===== src/rtl/pcr_pkg.sv =====
// Purpose: Shared constants for the transceiver configuration register block
// Assumes: APB slave, 32-bit data, 20 MHz pclk
// Notes: Command word layout follows the 16-bit register command format
package pcr_pkg;

   // ************************************************************
   // APB register map
   // ************************************************************
   localparam logic [7:0] ADDR_CMD = 8'h00;
   localparam logic [7:0] ADDR_GP1 = 8'h04;
   localparam logic [7:0] ADDR_STATUS = 8'h08;

   // ************************************************************
   // Command word fields
   // ************************************************************
   localparam logic [1:0] SEL_PHY = 2'h3;
   localparam int B_SEL_HI = 15;
   localparam int B_SEL_LO = 14;
   localparam int B_READBACK_SEL = 13;
   localparam int B_NO_WRITE = 12;
   localparam int B_SUPPLY_KEEP = 11;
   localparam int B_PN_LISTEN = 10;
   localparam int B_OFF_TIME = 9;
   localparam int B_CAN_TX_OFF = 8;
   localparam int B_CAN_LOOP = 7;
   localparam int B_CAN_ACT = 6;
   localparam int B_SPLIT = 5;
   localparam int B_LIN_ACT = 4;
   localparam int B_LIN_SLOPE = 3;
   localparam int B_LIN_DRIVE = 2;
   localparam int B_LIN_WAKE = 1;
   localparam int B_LIN_TX_OFF = 0;
   localparam int CTRL_W = 12;
   localparam int GP_W = 12;

   // ************************************************************
   // Reset values
   // ************************************************************
   localparam logic [11:0] CTRL_RESET = 12'h000;
   localparam logic [11:0] GP1_RESET = 12'h000;

   // ************************************************************
   // Off-line timeouts
   // ************************************************************
   localparam int CLK_PERIOD_NS = 50;
   localparam int T_OFFLINE_SHORT_US = 20;
   localparam int T_OFFLINE_LONG_US = 40;
   localparam int T_OFFLINE_EXT_US = 80;
   localparam int OFF_SHORT_CYC = (T_OFFLINE_SHORT_US * 1000 + CLK_PERIOD_NS - 1) / CLK_PERIOD_NS;
   localparam int OFF_LONG_CYC = (T_OFFLINE_LONG_US * 1000 + CLK_PERIOD_NS - 1) / CLK_PERIOD_NS;
   localparam int OFF_EXT_CYC = (T_OFFLINE_EXT_US * 1000 + CLK_PERIOD_NS - 1) / CLK_PERIOD_NS;
   localparam int CNT_W = 12;

   // ************************************************************
   // CAN transceiver states
   // ************************************************************
   typedef enum logic [1:0]
   {
      PCR_OFFLINE = 2'b00,
      PCR_ONLINE = 2'b01,
      PCR_LISTEN = 2'b10,
      PCR_ACTIVE = 2'b11
   } pcr_can_state_e;

endpackage


===== src/rtl/pcr_phy_ctrl.sv =====
// Purpose: Transceiver configuration register with read-back, APB reachable
// Assumes: Mode and link event inputs are synchronous to pclk
// Notes: Command word written at ADDR_CMD; reply readable at the same offset
//
// Notes on behaviour
// - Command word with top address bits 11 addresses this control register.
// - Read-select bit 13 picks general purpose read-back 1, else the feedback.
// - Bit 12 set returns the reply only; clear also writes the control register.
// - Bit 11 keeps the CAN supply regulator on during off-line mode.
// - Bit 10 selects listen instead of on-line; cleared on entering on-line or active.
// - Bit 9 picks long or short off-line timeout; extended after a wake-up.
// - Off-line is entered only after bus idle for the selected timeout.
// - Bit 8 set disables the CAN transmitter.
// - Bits 7 and 8 both set loop CAN transmit data to receive output.
// - Bit 6 gives CAN active mode only in normal or flash mode.
// - Bit 5 drives the split output, otherwise it floats.
// - Bit 4 gives LIN active mode only in normal or flash mode.
// - Bit 3 selects low LIN slope, else normal slope.
// - Bit 2 selects increased LIN driver current.
// - Bit 1 lets LIN bus wake-up events through.
// - Bit 0 set disables the LIN transmitter.
// - CAN interface failure locks the transmitter off; good traffic releases it.
// - Writing bit 8 set then cleared releases the CAN lockout.
// - LIN interface failure locks the transmitter off; good traffic releases it.
// - Writing bit 0 set then cleared releases the LIN lockout.
// - Feedback register reports the applied control settings.
//
// Decided for this implementation: the APB interface to the registers and the register addresses.
module pcr_phy_ctrl
   import pcr_pkg::*;
(
   input wire logic pclk,
   input wire logic presetn,
   input wire logic psel,
   input wire logic penable,
   input wire logic pwrite,
   input wire logic [7:0] paddr,
   input wire logic [31:0] pwdata,
   output logic [31:0] prdata,
   output logic pready,
   output logic pslverr,
   input wire logic chip_normal_or_flash,
   input wire logic wake_event,
   input wire logic can_bus_activity,
   input wire logic can_bus_rx,
   input wire logic can_transmit_pin,
   input wire logic can_if_fail,
   input wire logic can_if_good_traffic,
   input wire logic lin_if_fail,
   input wire logic lin_if_good_traffic,
   input wire logic lin_bus_wake,
   output logic can_supply_regulator,
   output logic can_online_listen,
   output logic can_offline,
   output logic can_active,
   output logic can_tx_enable,
   output logic can_receive_pin,
   output logic split_output_enable,
   output logic lin_active,
   output logic lin_low_slope,
   output logic lin_strong_drive,
   output logic lin_wake_event,
   output logic lin_tx_enable
);

   // ************************************************************
   // Elaboration checks
   // ************************************************************
   if (OFF_EXT_CYC >= (1 << CNT_W) || OFF_SHORT_CYC < 1)
   begin : g_bad_timeout
      $error("Off-line timeout does not fit the idle counter");
   end

   // ************************************************************
   // Decode helpers
   // ************************************************************
   function automatic logic is_mapped(input logic [7:0] a);
      is_mapped = (a == ADDR_CMD) || (a == ADDR_GP1) || (a == ADDR_STATUS);
   endfunction

   logic [11:0] ctrl;
   logic [11:0] gp1;
   logic [15:0] reply;
   logic [1:0] lock;
   logic after_wake;
   logic [11:0] idle_cnt;
   pcr_can_state_e state;
   pcr_can_state_e next_state;

   logic wr_done;
   logic cmd_wr;
   logic cmd_hit;
   logic ctrl_wr;
   logic [15:0] cmd_word;
   logic [15:0] feedback;
   logic active_ok;
   logic [11:0] timeout;
   logic enter_on;
   logic [1:0] if_fail;
   logic [1:0] if_good;
   logic [1:0] manual_clr;

   assign wr_done = psel && penable && pready && pwrite;
   assign cmd_word = pwdata[15:0];
   assign cmd_wr = wr_done && (paddr == ADDR_CMD);
   assign cmd_hit = (cmd_word[B_SEL_HI:B_SEL_LO] == SEL_PHY);
   assign ctrl_wr = cmd_wr && cmd_hit && !cmd_word[B_NO_WRITE];
   assign feedback = {SEL_PHY, 2'b00, ctrl};
   assign active_ok = ctrl[B_CAN_ACT] && chip_normal_or_flash;

   // ************************************************************
   // APB slave, one wait state
   // ************************************************************
   always_ff @(posedge pclk or negedge presetn)
   begin
      if (!presetn)
      begin
         pready <= 1'b0;
         pslverr <= 1'b0;
         prdata <= 32'h0000_0000;
      end
      else if (psel && penable && !pready)
      begin
         pready <= 1'b1;
         pslverr <= !is_mapped(paddr);
         if (pwrite || !is_mapped(paddr))
            prdata <= 32'h0000_0000;
         else if (paddr == ADDR_CMD)
            prdata <= {16'h0000, reply};
         else if (paddr == ADDR_GP1)
            prdata <= {20'h00000, gp1};
         else
            prdata <= {15'h0000, after_wake, state, lock, ctrl};
      end
      else
      begin
         pready <= 1'b0;
         pslverr <= 1'b0;
      end
   end

   always_ff @(posedge pclk or negedge presetn)
   begin
      if (!presetn)
         gp1 <= GP1_RESET;
      else if (wr_done && paddr == ADDR_GP1)
         gp1 <= pwdata[11:0];
   end

   // ************************************************************
   // Command word handling
   // ************************************************************
   always_ff @(posedge pclk or negedge presetn)
   begin
      if (!presetn)
         reply <= 16'h0000;
      else if (cmd_wr)
      begin
         if (!cmd_hit)
            reply <= 16'h0000;
         else if (cmd_word[B_READBACK_SEL])
            reply <= {4'h0, gp1};
         else
            reply <= feedback;
      end
   end

   // Write wins over the self-clear of the listen bit
   always_ff @(posedge pclk or negedge presetn)
   begin
      if (!presetn)
         ctrl <= CTRL_RESET;
      else if (ctrl_wr)
         ctrl <= cmd_word[11:0];
      else if (enter_on)
         ctrl[B_PN_LISTEN] <= 1'b0;
   end

   // ************************************************************
   // Interface failure lockouts, index 1 CAN, index 0 LIN
   // ************************************************************
   assign if_fail = {can_if_fail, lin_if_fail};
   assign if_good = {can_if_good_traffic, lin_if_good_traffic};
   assign manual_clr[1] = ctrl_wr && ctrl[B_CAN_TX_OFF] && !cmd_word[B_CAN_TX_OFF];
   assign manual_clr[0] = ctrl_wr && ctrl[B_LIN_TX_OFF] && !cmd_word[B_LIN_TX_OFF];

   for (genvar i = 0; i < 2; i++)
   begin : g_lock
      always_ff @(posedge pclk or negedge presetn)
      begin
         if (!presetn)
            lock[i] <= 1'b0;
         else if (if_fail[i])
            lock[i] <= 1'b1;
         else if (if_good[i] || manual_clr[i])
            lock[i] <= 1'b0;
      end
   end

   // ************************************************************
   // CAN transceiver mode and off-line timeout
   // ************************************************************
   always_comb
   begin
      if (after_wake)
         timeout = 12'(OFF_EXT_CYC);
      else if (ctrl[B_OFF_TIME])
         timeout = 12'(OFF_LONG_CYC);
      else
         timeout = 12'(OFF_SHORT_CYC);
   end

   always_comb
   begin
      next_state = state;
      case (state)
         PCR_OFFLINE:
         begin
            if (active_ok)
               next_state = PCR_ACTIVE;
            else if (can_bus_activity)
               next_state = ctrl[B_PN_LISTEN] ? PCR_LISTEN : PCR_ONLINE;
         end
         PCR_ONLINE, PCR_LISTEN:
         begin
            if (active_ok)
               next_state = PCR_ACTIVE;
            else if (!can_bus_activity && idle_cnt >= timeout)
               next_state = PCR_OFFLINE;
         end
         PCR_ACTIVE:
         begin
            if (!active_ok)
               next_state = ctrl[B_PN_LISTEN] ? PCR_LISTEN : PCR_ONLINE;
         end
         default: next_state = PCR_OFFLINE;
      endcase
   end

   assign enter_on = (next_state != state) &&
                     (next_state == PCR_ONLINE || next_state == PCR_ACTIVE);

   always_ff @(posedge pclk or negedge presetn)
   begin
      if (!presetn)
         state <= PCR_OFFLINE;
      else
         state <= next_state;
   end

   // Counts consecutive idle cycles while on-line or listening
   always_ff @(posedge pclk or negedge presetn)
   begin
      if (!presetn)
         idle_cnt <= 12'h000;
      else if (can_bus_activity || next_state == PCR_OFFLINE || next_state == PCR_ACTIVE)
         idle_cnt <= 12'h000;
      else if (idle_cnt != 12'hfff)
         idle_cnt <= idle_cnt + 12'h001;
   end

   always_ff @(posedge pclk or negedge presetn)
   begin
      if (!presetn)
         after_wake <= 1'b0;
      else if (wake_event)
         after_wake <= 1'b1;
      else if (state != PCR_OFFLINE && next_state == PCR_OFFLINE)
         after_wake <= 1'b0;
   end

   // ************************************************************
   // Transceiver control outputs
   // ************************************************************
   always_ff @(posedge pclk or negedge presetn)
   begin
      if (!presetn)
      begin
         can_supply_regulator <= 1'b0;
         can_online_listen <= 1'b0;
         can_offline <= 1'b1;
         can_active <= 1'b0;
         can_tx_enable <= 1'b0;
         can_receive_pin <= 1'b1;
         split_output_enable <= 1'b0;
      end
      else
      begin
         can_supply_regulator <= (state != PCR_OFFLINE) || ctrl[B_SUPPLY_KEEP];
         can_online_listen <= (state == PCR_LISTEN);
         can_offline <= (state == PCR_OFFLINE);
         can_active <= (state == PCR_ACTIVE);
         can_tx_enable <= !ctrl[B_CAN_TX_OFF] && !lock[1];
         if (ctrl[B_CAN_TX_OFF] && ctrl[B_CAN_LOOP])
            can_receive_pin <= can_transmit_pin;
         else
            can_receive_pin <= can_bus_rx;
         split_output_enable <= ctrl[B_SPLIT];
      end
   end

   always_ff @(posedge pclk or negedge presetn)
   begin
      if (!presetn)
      begin
         lin_active <= 1'b0;
         lin_low_slope <= 1'b0;
         lin_strong_drive <= 1'b0;
         lin_wake_event <= 1'b0;
         lin_tx_enable <= 1'b0;
      end
      else
      begin
         lin_active <= ctrl[B_LIN_ACT] && chip_normal_or_flash;
         lin_low_slope <= ctrl[B_LIN_SLOPE];
         lin_strong_drive <= ctrl[B_LIN_DRIVE];
         lin_wake_event <= lin_bus_wake && ctrl[B_LIN_WAKE];
         lin_tx_enable <= !ctrl[B_LIN_TX_OFF] && !lock[0];
      end
   end

   // ************************************************************
   // Checks
   // ************************************************************
   // Listen bit may self-clear in the same cycle
   cmd_select_a: assert property (@(posedge pclk) disable iff (!presetn)
      (cmd_wr && !cmd_hit) |=>
         (ctrl == $past(ctrl & ~(12'(enter_on) << B_PN_LISTEN))) && (reply == 16'h0000))
      else $error("Foreign address changed control register");

   reply_gp_a: assert property (@(posedge pclk) disable iff (!presetn)
      (cmd_wr && cmd_hit && cmd_word[B_READBACK_SEL]) |=> (reply == {4'h0, $past(gp1)}))
      else $error("Reply does not carry general purpose read-back");

   read_only_a: assert property (@(posedge pclk) disable iff (!presetn)
      (cmd_wr && cmd_hit && cmd_word[B_NO_WRITE]) |=>
         (ctrl == $past(ctrl & ~(12'(enter_on) << B_PN_LISTEN))))
      else $error("Read-only command altered control register");

   write_apply_a: assert property (@(posedge pclk) disable iff (!presetn)
      ctrl_wr |=> (ctrl == $past(cmd_word[11:0])) ##1 (lin_low_slope == ctrl[B_LIN_SLOPE]))
      else $error("Write command not applied");

   reply_fb_a: assert property (@(posedge pclk) disable iff (!presetn)
      (cmd_wr && cmd_hit && !cmd_word[B_READBACK_SEL]) |=> (reply[11:0] == $past(ctrl)))
      else $error("Feedback does not show applied settings");

   can_tx_off_a: assert property (@(posedge pclk) disable iff (!presetn)
      (can_if_fail ##1 !can_if_good_traffic && !manual_clr[1]) |=> !can_tx_enable)
      else $error("CAN transmitter not locked after failure");

   lin_tx_off_a: assert property (@(posedge pclk) disable iff (!presetn)
      lin_if_fail |=> ##1 !lin_tx_enable)
      else $error("LIN transmitter not locked after failure");

   lin_tx_bit_a: assert property (@(posedge pclk) disable iff (!presetn)
      ctrl[B_LIN_TX_OFF] |=> !lin_tx_enable)
      else $error("LIN transmitter not disabled by control bit");

   split_follow_a: assert property (@(posedge pclk) disable iff (!presetn)
      split_output_enable == $past(ctrl[B_SPLIT]))
      else $error("Split output does not follow control bit");

   lin_wake_gate_a: assert property (@(posedge pclk) disable iff (!presetn)
      lin_wake_event == $past(lin_bus_wake && ctrl[B_LIN_WAKE]))
      else $error("LIN wake event not gated by enable bit");

   loopback_a: assert property (@(posedge pclk) disable iff (!presetn)
      (ctrl[B_CAN_TX_OFF] && ctrl[B_CAN_LOOP]) |=>
         (can_receive_pin == $past(can_transmit_pin)))
      else $error("Loopback path broken");

   busy_online_a: assert property (@(posedge pclk) disable iff (!presetn)
      (state == PCR_ONLINE && can_bus_activity) |=> (state != PCR_OFFLINE))
      else $error("Left on-line while bus busy");

   can_active_gate_a: assert property (@(posedge pclk) disable iff (!presetn)
      $rose(can_active) |-> $past(ctrl[B_CAN_ACT] && chip_normal_or_flash, 2))
      else $error("CAN active without request in allowed mode");

endmodule


===== config.mk =====
export PLATFORM = sky130hd
export DESIGN_NAME = pcr_phy_ctrl
export DESIGN_NICKNAME = d
export VERILOG_FILES = /design/src/rtl/pcr_pkg.sv /design/src/rtl/pcr_phy_ctrl.sv
export SDC_FILE = /design/constraint.sdc
export NUM_CORES = 1
export LEC_CHECK = 0
export BUFFER_PORTS_ARGS = -buffer_cell sky130_fd_sc_hd__buf_2
export CAP_MARGIN = 5
export CORE_MARGIN = 2
export CORE_UTILIZATION = 49
export DETAILED_ROUTE_END_ITERATION = 6
export PLACE_DENSITY = 0.78
export SLEW_MARGIN = 30
export SYNTH_ARGS = -nofsm -noshare
export SYNTH_HDL_FRONTEND = slang
export SYNTH_SLANG_ARGS = --single-unit

===== constraint.sdc =====
create_clock -name pclk -period 2.6 [get_ports pclk]
set_input_delay 0.26 -clock pclk [delete_from_list [all_inputs] [get_ports pclk]]
set_output_delay 0.26 -clock pclk [all_outputs]
set_load 0.05 [all_outputs]

==> metrics.md <==
| Metric | Value |
|---|---|
| Status | `finished clean` |
| Max clock buf depth | `2` |
| Mapped Cells | `around 390` |
| Clock Sinks | `85` |
| GP Congestion | `approximately 0.93` |
| WP data arrival | `2.87 ns` |
| Top-count cell post-synth | `dfrtp_1` |
| Leak | `0.00267 µW` |
| M2 GR Usage | `0.358` |
| DRT Pass-1 Iters | `5` |
| Max frequency | `385 MHz` |
| Initial antenna violation count | `0` |
| Critical Path, Cell by Cell | `or2_4 -> ha_4 -> nand4_1 -> o41ai_4 -> o31ai_4 -> a31o_1 -> mux2_4 -> nor4_2` |
| Top cells by area, synth | `dfrtp_1 (48%), mux2_2 (6.2%), mux2i_1 (5.8%), ha_1 (3.5%), a32o_1 (2.8%)` |
| WL per Instance | `roughly 18 µm` |
| Simple-gate share of the synthesized area | `0.146` |
| Die H | `98.0 µm` |
| Largest family of logic cells by synthesized area | `simple AND/OR/NAND/NOR gates` |
| Worst hold margin | `0.0780 ns` |
| Routed vias | `around 3500` |
| CTS clock-pin slew for the worst setup and hold paths | `0.10 ns` |
| CTS tree | `done` |
| Synth warn | `0` |
| Count of non-filler cells in the finished layout | `604` |
| Crit path buffers/inverters | `0` |
| Cts bufs inserted | `9` |
| Share of the synthesized area in the top cell type | `0.480` |
| Starting density of the core | `0.501` |
| Fraction of the mapped netlist area in adder cells | `0.0347` |
| DRC | `0` |
| Row Count | `34` |
| Num ports | `101` |
| GR Layer Usage met3 | `0.0537` |
| CP max stage delay | `approximately 0.41 ns` |
| Post-synth EDFFs | `0` |
| Worst Clk Skew | `0.0112 ns` |
| Final ANT Viol Nets | `0` |
| Clk Tree Root Cell | `clkbuf_8` |
| All-Layer GR Usage | `0.222` |
| Final net count | `558` |
| Period utilization | `0.999` |
| Crit path max-delay family | `compound AO/OA/AOI/OAI gates` |
| H-tree depth | `3` |
| Vias in the first global route | `3487` |
| Die Area | `between 9000 and 10000 µm²` |
| Area leader, netlist | `dfrtp_1` |
| Die X | `98.0 µm` |
| Critical Path Source Type | `register` |
| Global routing's busiest layer | `met2` |
| Max cap viols | `0` |
| Via/cell ratio | `5.82` |
| DRT Wirelength | `10700 µm` |
| Worst setup path class | `reg2reg` |
| Seq cells post-synth | `85` |
| Hold Fails Final Rpt | `0` |
| WP data required | `2.87 ns` |
| Core ar. | `8640 µm²` |
| XOR/XNOR Fraction of Synth Area | `0.0162` |
| Compound-cell area share of the yosys netlist | `0.126` |
| Crit end category | `register` |
| Antenna Cells | `0` |
| Sequential-to-total area share from yosys stat | `0.492` |
| Dpl cells | `about 580` |
| Synth async-reset ratio | `1.00` |
| First-pass GRT wire length | `approximately 17000 µm` |
| Commonest cells in the netlist | `dfrtp_1 (83), nand2_1 (32), nor2_1 (26), mux2i_1 (25), mux2_2 (24)` |
| Worst-margin pin slew | `around 0.64 ns` |
| Syn Area/Cell | `11.0 µm²` |
| TNS Setup | `0 ns` |
| Slew Limit Fails | `0` |
| Area of the mapped netlist | `4330 µm²` |
| Grt ovf | `0` |
| Clk_lat worst skew | `between 0.3 and 0.4 ns` |
| GRT met1 Usage | `0.296` |
| Rel. slew slack | `0.571` |
| Share of cells above drive strength 1 | `0.375` |
| VDD IR max | `0.534 mV` |
| Final Util | `0.623` |
| First DRT Iteration DRCs | `roughly 250` |
| Worst Path Max Fanout | `6` |
| Synth-to-layout area growth | `24.4%` |
| Slowest cell on crit path | `dfrtp_1` |
| Setup violators final | `0` |
| Cell variety after synth | `57` |
| IO Port Bufs | `69` |
| Pin count of the biggest net entering global routing | `48` |
| Fin crit period | `2.60 ns` |
| Mux cell area share after synthesis | `0.124` |
| Power Density | `between 700 and 800 nW/µm²` |
| DP HPWL | `7070 µm` |
| HP Class | `in2reg` |
| Top FF cell, synth | `dfrtp_1` |
sequential cells by signal, summed over array words and instances, names as in the netlist:
signal and flops:
after_wake 1, can_active 1, can_offline 1, can_online_listen 1, can_receive_pin 1, can_supply_regulator 1
can_tx_enable 1, ctrl 12, gp1 12, idle_cnt 12, lin_active 1, lin_low_slope 1
lin_strong_drive 1, lin_tx_enable 1, lin_wake_event 1, lock 2, prdata 17, pready 1
pslverr 1, reply 13, split_output_enable 1, state 2
final timing paths:
kind / start / to / depth (start not counted) / slack (ns)
setup / recovery: after_wake / idle_cnt[10] / 8 / 0.003
hold / removal: lin_if_fail / lock[0] / 2 / 0.08
setup reg to reg: after_wake / idle_cnt[10] / 8 / 0.003
hold reg to reg: ctrl[2] / lin_strong_drive / 0 / 0.44
max in group asynchronous: presetn / can_receive_pin / 3 / 1.40
min in group asynchronous: presetn / gp1[7] / 2 / 0.44
layer usage:
metal	routed length, µm	part of all wire
met1	4510	0.42
met2	5370	0.50
met3	591	0.055
met4	228	0.021
met5	0	0
cell usage in the layout (no fill, tap or decap), types with 3 or more instances in the layout:
cell type	instances
a21oi_1	18
nand3b_1	7
nand2_1	31
a22o_1	3
o21ai_0	21
buf_2	68
xnor2_1	6
nor3_1	3
mux2_2	24
or3_1	3
inv_6	3
mux2i_1	25
ha_1	8
nor4_2	6
inv_1	11
nor4_4	5
conb_1	15
nand3_1	4
a32o_1	12
nor2_1	26
clkbuf_8	10
dfrtp_1	83
buf_4	34
nand4_1	5
and2_1	3
ha_4	4
final cells by class:
type | instances | area [µm²]
clock inverters | 6 | 76.3
well taps | 108 | 135
fillers | 691 | 3250
multi-input cells | 277 | 2200
repair buffers | 105 | 651
inverters | 13 | 48.8
clock buffers | 10 | 138
flip-flops and latches | 85 | 2130
per-stage QoR:
stage               total power (µW)  worst slack (ns)  area [µm²]
floorplan                       2290            0.0590        4380
global placement                2590           -0.0486        4870
detailed placement              2620            -0.203        4870
CTS                             3740           0.00420        5150
global route                    4200           -0.0833        5380
finish                          4010           0.00294        5380
what timing repair did:
item                                    4_1_cts  5_1_grt
hold buffers                                  1        0
pin swaps                                     2       12
gates resized for setup                       9       22
endpoints found under the setup margin       12       13
setup buffers                                 1        6
gates cloned                                  1        1
hold endpoints to repair                     44        0
logic make-up after synthesis:
kind of cell	count (synthesis)
other	1
and+or+nand+nor	111
muxes	50
buffers and inverters	47
adders and majority gates	12
AOI/OAI and AO/OA	80
xor gates and xnor gates	8
DFF	85
report_power, final:
| part | switching [µW] | internal [µW] | total, µW | leakage [µW] |
|---|---|---|---|---|
| logic | 960 | 603 | 1560 | 0.00140 |
| clock network | 516 | 489 | 1010 | 0.000110 |
| registers | 50.6 | 1390 | 1440 | 0.00116 |
| total | 1530 | 2490 | 4010 | 0.00267 |
No activity file was read; power rests on OpenSTA's default activity.
